===== src/common/stw_defs.svh =====
`ifndef STW_DEFS_SVH
`define STW_DEFS_SVH
// ==========================================================
// register addresses on the special function register port
`define STW_ADDR_TIMER 8'hBF
`define STW_ADDR_CTRL 8'hC0
`define STW_ADDR_STATUS 8'hC2
`define STW_ADDR_CLKRATE 8'hC3
// ==========================================================
// timer control bit positions
`define STW_TMR_ENABLE_BIT 2
`define STW_TMR_PRESCALE_BIT 1
`define STW_TMR_OVF_BIT 0
// ==========================================================
// control bit positions
`define STW_CTL_ENABLE_BIT 6
`define STW_CTL_START_BIT 5
`define STW_CTL_STOP_BIT 4
`define STW_CTL_IRQ_BIT 3
`define STW_CTL_ACK_BIT 2
// ==========================================================
// reset values and constants
`define STW_CTRL_RESET 8'h00
`define STW_TIMER_RESET 8'h00
`define STW_CLKRATE_RESET 8'h00
`define STW_STATUS_RESET 8'hF8
`define STW_STATUS_IDLE 8'hF8
`define STW_CNT_MAX 14'h3FFF
`define STW_PRESCALE_LAST 2'h3
`endif


===== src/common/stw_pkg.sv =====
// ==========================================================
// shared types
package stw_pkg;
    typedef enum logic [1:0] {
        STW_BUF_EMPTY = 2'h0,
        STW_BUF_ONE = 2'h1,
        STW_BUF_TWO = 2'h3
    } stw_buf_state_t;
endpackage


===== src/rtl/stw_serial_ctrl.sv =====
`timescale 1ns/1ps
`default_nettype none
`include "stw_defs.svh"
module stw_serial_ctrl (
    input wire logic clk_sys_i,
    input wire logic rst_n_i,
    input wire logic [7:0] sfr_addr_i,
    input wire logic sfr_wr_i,
    input wire logic sfr_rd_i,
    input wire logic [7:0] sfr_wdata_i,
    output logic [7:0] sfr_rdata_o,
    input wire logic [7:0] eng_status_i,
    input wire logic eng_status_valid_i,
    output logic eng_status_ready_o,
    input wire logic eng_stop_seen_i,
    input wire logic eng_scl_low_i,
    input wire logic eng_sda_low_i,
    output logic eng_scl_line_o,
    output logic eng_sda_line_o,
    output logic slave_addressable_o,
    output logic start_request_o,
    output logic stop_request_o,
    output logic assert_acknowledge_o,
    output logic [7:0] serial_clock_rate_o,
    output logic serial_irq_req_o,
    input wire logic gpio_scl_latch_i,
    input wire logic gpio_sda_latch_i,
    output logic gpio_scl_pin_o,
    output logic gpio_sda_pin_o,
    input wire logic scl_i,
    output logic scl_o,
    output logic scl_oe_o,
    input wire logic sda_i,
    output logic sda_o,
    output logic sda_oe_o
);
    // ==========================================================
    // helpers
    function automatic logic sfr_hit(input logic [7:0] addr, input logic [7:0] target);
        sfr_hit = (addr == target);
    endfunction
    // ==========================================================
    // pin synchronisers
    logic [1:0] scl_sync_reg, scl_sync_next;
    logic [1:0] sda_sync_reg, sda_sync_next;
    // second stage is the only stage read by logic
    always_comb begin
        scl_sync_next = {scl_sync_reg[0], scl_i};
        sda_sync_next = {sda_sync_reg[0], sda_i};
    end

    always_ff @(posedge clk_sys_i) begin
        if (!rst_n_i) begin
            scl_sync_reg <= 2'h3;
            sda_sync_reg <= 2'h3;
        end else begin
            scl_sync_reg <= scl_sync_next;
            sda_sync_reg <= sda_sync_next;
        end
    end

    // ==========================================================
    // status buffer, two entries
    stw_pkg::stw_buf_state_t buf_state_reg, buf_state_next;
    logic [7:0] buf_mem_reg [0:1];
    logic [7:0] buf_mem_next [0:1];
    logic buf_wptr_reg, buf_wptr_next;
    logic buf_rptr_reg, buf_rptr_next;
    logic buf_push, buf_pop, buf_out_valid;
    logic [7:0] buf_out_data;
    logic si_reg, si_next;
    logic ens_reg;
    // drained into the status register only while the serial flag is clear
    always_comb begin
        eng_status_ready_o = (buf_state_reg != stw_pkg::STW_BUF_TWO);
        buf_out_valid = (buf_state_reg != stw_pkg::STW_BUF_EMPTY);
        buf_out_data = buf_mem_reg[buf_rptr_reg];
        buf_push = eng_status_valid_i && eng_status_ready_o;
        buf_pop = buf_out_valid && !si_reg && ens_reg;
        buf_mem_next = buf_mem_reg;
        buf_wptr_next = buf_wptr_reg;
        buf_rptr_next = buf_rptr_reg;
        buf_state_next = buf_state_reg;
        if (buf_push) begin
            buf_mem_next[buf_wptr_reg] = eng_status_i;
            buf_wptr_next = !buf_wptr_reg;
        end
        if (buf_pop) begin
            buf_rptr_next = !buf_rptr_reg;
        end
        case ({buf_push, buf_pop})
            2'h2: begin
                buf_state_next = (buf_state_reg == stw_pkg::STW_BUF_EMPTY) ?
                    stw_pkg::STW_BUF_ONE : stw_pkg::STW_BUF_TWO;
            end
            2'h1: begin
                buf_state_next = (buf_state_reg == stw_pkg::STW_BUF_TWO) ?
                    stw_pkg::STW_BUF_ONE : stw_pkg::STW_BUF_EMPTY;
            end
            default: begin
                buf_state_next = buf_state_reg;
            end
        endcase
    end

    always_ff @(posedge clk_sys_i) begin
        if (!rst_n_i) begin
            buf_state_reg <= stw_pkg::STW_BUF_EMPTY;
            buf_mem_reg[0] <= 8'h00;
            buf_mem_reg[1] <= 8'h00;
            buf_wptr_reg <= 1'b0;
            buf_rptr_reg <= 1'b0;
        end else begin
            buf_state_reg <= buf_state_next;
            buf_mem_reg <= buf_mem_next;
            buf_wptr_reg <= buf_wptr_next;
            buf_rptr_reg <= buf_rptr_next;
        end
    end

    // ==========================================================
    // control, status and clock-rate registers
    logic ens_next, sta_reg, sta_next, sto_reg, sto_next, aa_reg, aa_next;
    logic [7:0] status_reg, status_next, clkrate_reg, clkrate_next;
    logic wr_ctrl, si_set;
    always_comb begin
        wr_ctrl = sfr_wr_i && sfr_hit(sfr_addr_i, `STW_ADDR_CTRL);
        si_set = buf_pop && (buf_out_data != `STW_STATUS_IDLE);
        ens_next = ens_reg;
        sta_next = sta_reg;
        sto_next = sto_reg;
        aa_next = aa_reg;
        si_next = si_reg;
        status_next = buf_pop ? buf_out_data : status_reg;
        clkrate_next = clkrate_reg;
        if (wr_ctrl) begin
            ens_next = sfr_wdata_i[`STW_CTL_ENABLE_BIT];
            sta_next = sfr_wdata_i[`STW_CTL_START_BIT];
            sto_next = sfr_wdata_i[`STW_CTL_STOP_BIT];
            aa_next = sfr_wdata_i[`STW_CTL_ACK_BIT];
            if (!sfr_wdata_i[`STW_CTL_IRQ_BIT]) begin
                si_next = 1'b0;
            end
        end
        if (sfr_wr_i && sfr_hit(sfr_addr_i, `STW_ADDR_CLKRATE)) begin
            clkrate_next = sfr_wdata_i;
        end
        if (eng_stop_seen_i) begin
            sto_next = 1'b0;
        end
        if (!ens_next) begin
            sto_next = 1'b0;
        end
        if (si_set) begin
            si_next = 1'b1;
        end
    end

    always_ff @(posedge clk_sys_i) begin
        if (!rst_n_i) begin
            ens_reg <= 1'(`STW_CTRL_RESET >> `STW_CTL_ENABLE_BIT);
            sta_reg <= 1'b0;
            sto_reg <= 1'b0;
            aa_reg <= 1'b0;
            si_reg <= 1'b0;
            status_reg <= `STW_STATUS_RESET;
            clkrate_reg <= `STW_CLKRATE_RESET;
        end else begin
            ens_reg <= ens_next;
            sta_reg <= sta_next;
            sto_reg <= sto_next;
            aa_reg <= aa_next;
            si_reg <= si_next;
            status_reg <= status_next;
            clkrate_reg <= clkrate_next;
        end
    end

    // ==========================================================
    // timeout counter with prescaler
    logic timeout_timer_enable_reg, timeout_timer_enable_next, timer_prescale_select_reg, timer_prescale_select_next, tif_reg, tif_next;
    logic [13:0] cnt_reg, cnt_next;
    logic [1:0] pre_reg, pre_next;
    logic run, tick;
    always_comb begin
        run = timeout_timer_enable_reg && ens_reg && !si_reg;
        tick = timer_prescale_select_reg ? (pre_reg == `STW_PRESCALE_LAST) : 1'b1;
        timeout_timer_enable_next = timeout_timer_enable_reg;
        timer_prescale_select_next = timer_prescale_select_reg;
        tif_next = tif_reg;
        pre_next = run ? 2'(pre_reg + 2'h1) : 2'h0;
        cnt_next = cnt_reg;
        if (sfr_wr_i && sfr_hit(sfr_addr_i, `STW_ADDR_TIMER)) begin
            timeout_timer_enable_next = sfr_wdata_i[`STW_TMR_ENABLE_BIT];
            timer_prescale_select_next = sfr_wdata_i[`STW_TMR_PRESCALE_BIT];
            if (!sfr_wdata_i[`STW_TMR_OVF_BIT]) begin
                tif_next = 1'b0;
            end
        end
        if (si_reg || si_set) begin
            cnt_next = 14'h0000;
            pre_next = 2'h0;
        end else if (run && tick) begin
            cnt_next = cnt_reg + 14'h0001;
            if (cnt_reg == `STW_CNT_MAX) begin
                tif_next = 1'b1;
            end
        end
    end

    always_ff @(posedge clk_sys_i) begin
        if (!rst_n_i) begin
            timeout_timer_enable_reg <= 1'b0;
            timer_prescale_select_reg <= 1'b0;
            tif_reg <= 1'b0;
            cnt_reg <= 14'h0000;
            pre_reg <= 2'h0;
        end else begin
            timeout_timer_enable_reg <= timeout_timer_enable_next;
            timer_prescale_select_reg <= timer_prescale_select_next;
            tif_reg <= tif_next;
            cnt_reg <= cnt_next;
            pre_reg <= pre_next;
        end
    end

    // ==========================================================
    // read data and pin drive
    logic [7:0] rdata_reg, rdata_next;
    logic scl_oe_reg, scl_oe_next, sda_oe_reg, sda_oe_next;
    always_comb begin
        rdata_next = rdata_reg;
        if (sfr_rd_i) begin
            rdata_next = 8'h00;
            if (sfr_hit(sfr_addr_i, `STW_ADDR_TIMER)) begin
                rdata_next = {5'h00, timeout_timer_enable_reg, timer_prescale_select_reg, tif_reg};
            end else if (sfr_hit(sfr_addr_i, `STW_ADDR_CTRL)) begin
                rdata_next = {1'b0, ens_reg, sta_reg, sto_reg, si_reg, aa_reg, 2'h0};
            end else if (sfr_hit(sfr_addr_i, `STW_ADDR_STATUS)) begin
                rdata_next = status_reg;
            end else if (sfr_hit(sfr_addr_i, `STW_ADDR_CLKRATE)) begin
                rdata_next = clkrate_reg;
            end
        end
        if (ens_reg) begin
            // stretch starts on a low line, then holds until the flag clears
            scl_oe_next = eng_scl_low_i || (si_reg && (!scl_sync_reg[1] || scl_oe_reg));
            sda_oe_next = eng_sda_low_i;
        end else begin
            scl_oe_next = !gpio_scl_latch_i;
            sda_oe_next = !gpio_sda_latch_i;
        end
    end

    always_ff @(posedge clk_sys_i) begin
        if (!rst_n_i) begin
            rdata_reg <= 8'h00;
            scl_oe_reg <= 1'b0;
            sda_oe_reg <= 1'b0;
        end else begin
            rdata_reg <= rdata_next;
            scl_oe_reg <= scl_oe_next;
            sda_oe_reg <= sda_oe_next;
        end
    end

    // ==========================================================
    // outputs
    assign sfr_rdata_o = rdata_reg;
    assign scl_o = 1'b0;
    assign sda_o = 1'b0;
    assign scl_oe_o = scl_oe_reg;
    assign sda_oe_o = sda_oe_reg;
    assign eng_scl_line_o = ens_reg ? scl_sync_reg[1] : 1'b1;
    assign eng_sda_line_o = ens_reg ? sda_sync_reg[1] : 1'b1;
    assign gpio_scl_pin_o = scl_sync_reg[1];
    assign gpio_sda_pin_o = sda_sync_reg[1];
    assign slave_addressable_o = ens_reg;
    assign start_request_o = sta_reg;
    assign stop_request_o = sto_reg;
    assign assert_acknowledge_o = aa_reg;
    assign serial_clock_rate_o = clkrate_reg;
    assign serial_irq_req_o = si_reg || tif_reg;
endmodule
`default_nettype wire


===== config.mk =====
export PLATFORM = sky130hd
export DESIGN_NAME = stw_serial_ctrl
export DESIGN_NICKNAME = d
export VERILOG_FILES = /design/src/common/stw_pkg.sv /design/src/rtl/stw_serial_ctrl.sv
export VERILOG_INCLUDE_DIRS = /design/src /design/src/common
export SDC_FILE = /design/constraint.sdc
export NUM_CORES = 1
export LEC_CHECK = 0
export BUFFER_PORTS_ARGS = -buffer_cell sky130_fd_sc_hd__buf_4
export CORE_ASPECT_RATIO = 1.5
export CORE_MARGIN = 5
export CORE_UTILIZATION = 58
export DETAILED_ROUTE_END_ITERATION = 6
export GPL_TIMING_DRIVEN = 0
export MAX_ROUTING_LAYER = met4
export PLACE_DENSITY = 0.83
export SLEW_MARGIN = 20
export SYNTH_ARGS = -nofsm -noshare
export SYNTH_HDL_FRONTEND = slang
export SYNTH_SLANG_ARGS = --single-unit

===== constraint.sdc =====
create_clock -name clk_sys_i -period 5.3 [get_ports clk_sys_i]
set_clock_uncertainty 0.1 [all_clocks]
set_input_delay 0.265 -clock clk_sys_i [delete_from_list [all_inputs] [get_ports clk_sys_i]]
set_output_delay 0.265 -clock clk_sys_i [all_outputs]
set_load 0.02 [all_outputs]

==> impl_metrics.env <==
export IMPL_cts_tree="built"
export IMPL_power_switching_uw=260
export IMPL_slowest_stage="dfxtp_1"
export IMPL_cp_end_kind="register"
export IMPL_crit_family="buffers and inverters"
export IMPL_p_leak_uw=0.00166
export IMPL_required_ns=5.47
export IMPL_dpl_hpwl_mm=5.82
export IMPL_cpPeakStageDelay_ns=0.31
export IMPL_largest_reg_flops=16
export IMPL_sw_frac_of_total_pct=24.1
export IMPL_num_io_pins=66
export IMPL_synth_top_flop_cell="dfxtp_1"
export IMPL_io_buffer_count=62
export IMPL_ys_types=46
export IMPL_grt_overflow_total=0
export IMPL_gr_max_usage_layer="met2"
export IMPL_synth_edf_count=0
export IMPL_power_internal_uw=821
export IMPL_clk_latency_ns=0.35
export IMPL_wirelength_mm=7.87
export IMPL_power_density_nw_per_um2=272
export IMPL_relSlewSlack_pct=60.0
export IMPL_drv_cap=0
export IMPL_vias_per_cell=5.46
export IMPL_startpoint_type="register"
export IMPL_grt_pass1_vias=2758
export IMPL_final_setup_tns_ns=0
export IMPL_drt_iter0_markers=193
export IMPL_gr_usage_all_layers_pct=23.2
export IMPL_ys_seq_area_share_pct=46.1
export IMPL_slew_viol_final=0
export IMPL_crit_chain="clkbuf_2, inv_1, o211ai_1, buf_2, buf_2, inv_1, ha_1, or2_2, a21oi_1"
export IMPL_yosysWarnings=0
export IMPL_finalCriticalPeriod_ns=2.31
export IMPL_fmax_ghz=0.433
export IMPL_setup_viol=0
export IMPL_avgSynthCellArea_um2=8.82
export IMPL_syn_inst=364
export IMPL_worstSetupPathType="reg2reg"
export IMPL_cts_clk_slew_worst_paths_ns=0.07
export IMPL_finalHoldViolCount=0
export IMPL_fin_util_pct=73.4
export IMPL_die_w_um=70.8
export IMPL_grt_util_met1_pct=23.3
export IMPL_antenna_cells=0
export IMPL_initial_core_util_pct=59.4
export IMPL_cp_arrival_ns=2.48
export IMPL_grt_pass1_wl_mm=12.6
export IMPL_num_vias=2809
export IMPL_path_buf_inv=5
export IMPL_clk_path_buf_depth=2
export IMPL_drc=0
export IMPL_syn_area_um2=3210
export IMPL_numCtsBuffers=9
export IMPL_ant_nets=0
export IMPL_async_flop_share_pct=0
export IMPL_worstMarginPinSlew_ns=0.600
export IMPL_fin_cells=514
export IMPL_clkSinkCount=74
export IMPL_ctsResizeCount=0
export IMPL_placedCellCount=497
export IMPL_final_layout_size_suffix_gt1_share_pct=23.2
export IMPL_cts_htree_levels=3
export IMPL_grt_met2_usage_pct=43.5
export IMPL_avgRoutedWirePerCell_um=15.3
export IMPL_p_seq_share_pct=53.2
export IMPL_grt_max_degree=13
export IMPL_cts_root_buf="clkbuf_8"
export IMPL_crit_path_max_fanout=10
export IMPL_place_congestion=0.915
export IMPL_min_period_over_period_pct=43.6
export IMPL_status="complete, no violations"
export IMPL_die_h_um=101
export IMPL_grt_antenna_before_repair=0
export IMPL_synthToLayoutAreaGrowth_pct=23.6
export IMPL_clkPwrFrac_pct=38.4
export IMPL_dieArea_um2=7160
export IMPL_row_count=33
export IMPL_core_area_um2=5410
export IMPL_gr_usage_met3_pct=5.26
export IMPL_final_nets=479
export IMPL_drt_first_pass_iters=4
export IMPL_ir_worst_vdd_mv=0.181
export IMPL_finalInstanceArea_um2=3970
export IMPL_p_total_uw=1080
export IMPL_p_comb_share_pct=8.4
export IMPL_post_dp_cell_area_um2=3770
export IMPL_ys_ff_latch=74
export IMPL_rsz0062_at_grt="false"
export IMPL_min_path_type="in2reg"
## routing by layer
| layer | vias up | routed length [um] | part of all wire (%) |
|---|---|---|---|
| li1 | 1402 | - | - |
| met1 | 1324 | 3050 | 39 |
| met2 | 70 | 4280 | 54 |
| met3 | 13 | 383 | 4.9 |
| met4 | 0 | 155 | 2.0 |
| met5 | - | 0 | 0 |
## cell usage after synthesis, types with 3 or more instances
cell       n  area, um2
dfxtp_1   74       1480
nand2_1   46        173
nor2_1    39        146
a21oi_1   35        175
mux2i_1   25        250
nand3_1   18       90.1
o21ai_0   17       85.1
nand2b_1  12       75.1
xor2_1    12        105
clkbuf_1   9       33.8
nand4_1    7       43.8
o211ai_1   7       52.6
buf_2      6       30.0
and3_1     4       25.0
inv_1      4       15.0
nor2b_1    4       25.0
ha_1       3       37.5
mux2_2     3       33.8
xnor2_1    3       26.3
## path summary, 6_finish.rpt
kind / from / to / slack (ns) / cells after the start
setup / recovery: si_reg$_SDFFE_PN0P_ / buf_state_reg[0]$_SDFFE_PN0P_ / 2.99 / 9
hold / removal: sda_i / sda_sync_reg[0]$_SDFF_PN1_ / 0.007 / 2
setup reg to reg: si_reg$_SDFFE_PN0P_ / buf_state_reg[0]$_SDFFE_PN0P_ / 2.99 / 9
hold reg to reg: scl_sync_reg[0]$_SDFF_PN1_ / scl_sync_reg[1]$_SDFF_PN1_ / 0.31 / 1
## stage by stage
stage          hold WS, ns  worst slack (ns)
2_1_floorplan        0.230              3.29
3_3_place_gp         0.289              3.08
3_5_place_dp         0.300              3.04
4_1_cts          0.0000868              2.98
5_1_grt             0.0143              2.85
6_report           0.00725              2.99
## power groups by stage
stage | Combinational [uW] | Clock, uW | Sequential, uW
finish | 90.7 | 415 | 575
global placement | 86.6 | 0 | 587
global route | 100 | 445 | 576
detailed placement | 88.8 | 0 | 588
floorplan | 47.0 | 0 | 588
CTS | 90.6 | 419 | 575
## layout make-up
cell class	instances	area, um2
Buffer	23	121
Clock buffer	9	124
Clock inverter	6	58.8
Fill cell	438	1440
Inverter	5	18.8
Multi-Input combinational cell	263	1590
Sequential cell	74	1480
Tap cell	70	87.6
Timing Repair Buffer	64	485
## cell usage in the layout (no fill, tap or decap), drive strengths merged, types with 8 or more instances in the layout
cell,count
clkbuf,20
o21ai,17
nand3,19
buf,74
a21oi,36
nand2,46
nand2b,12
mux2i,25
o211ai,8
xor2,12
dfxtp,74
nor2,39
## cell families (layout without fill, tap and decap cells)
family                   Yosys count  count (layout)  synth area share [%]
adder cells (fa/ha/maj)            3               3                  1.17
other                              1               2                 0.117
flip-flops                        74              74                  46.1
buffers and inverters             28             107                  4.36
AO/OA/AOI/OAI                     67              67                  11.9
multiplexers                      28              28                  8.84
XOR/XNOR                          15              15                  4.09
AND/OR/NAND/NOR                  148             148                  23.4
## repair_timing
| action | in CTS | in global routing |
|---|---|---|
| hold buffers | 2 | 0 |
| endpoints found under the hold margin | 2 | 0 |
| setup buffers | 0 | 0 |
| endpoints found under the setup margin | 0 | 0 |
No activity file was read; power rests on OpenSTA's default activity.
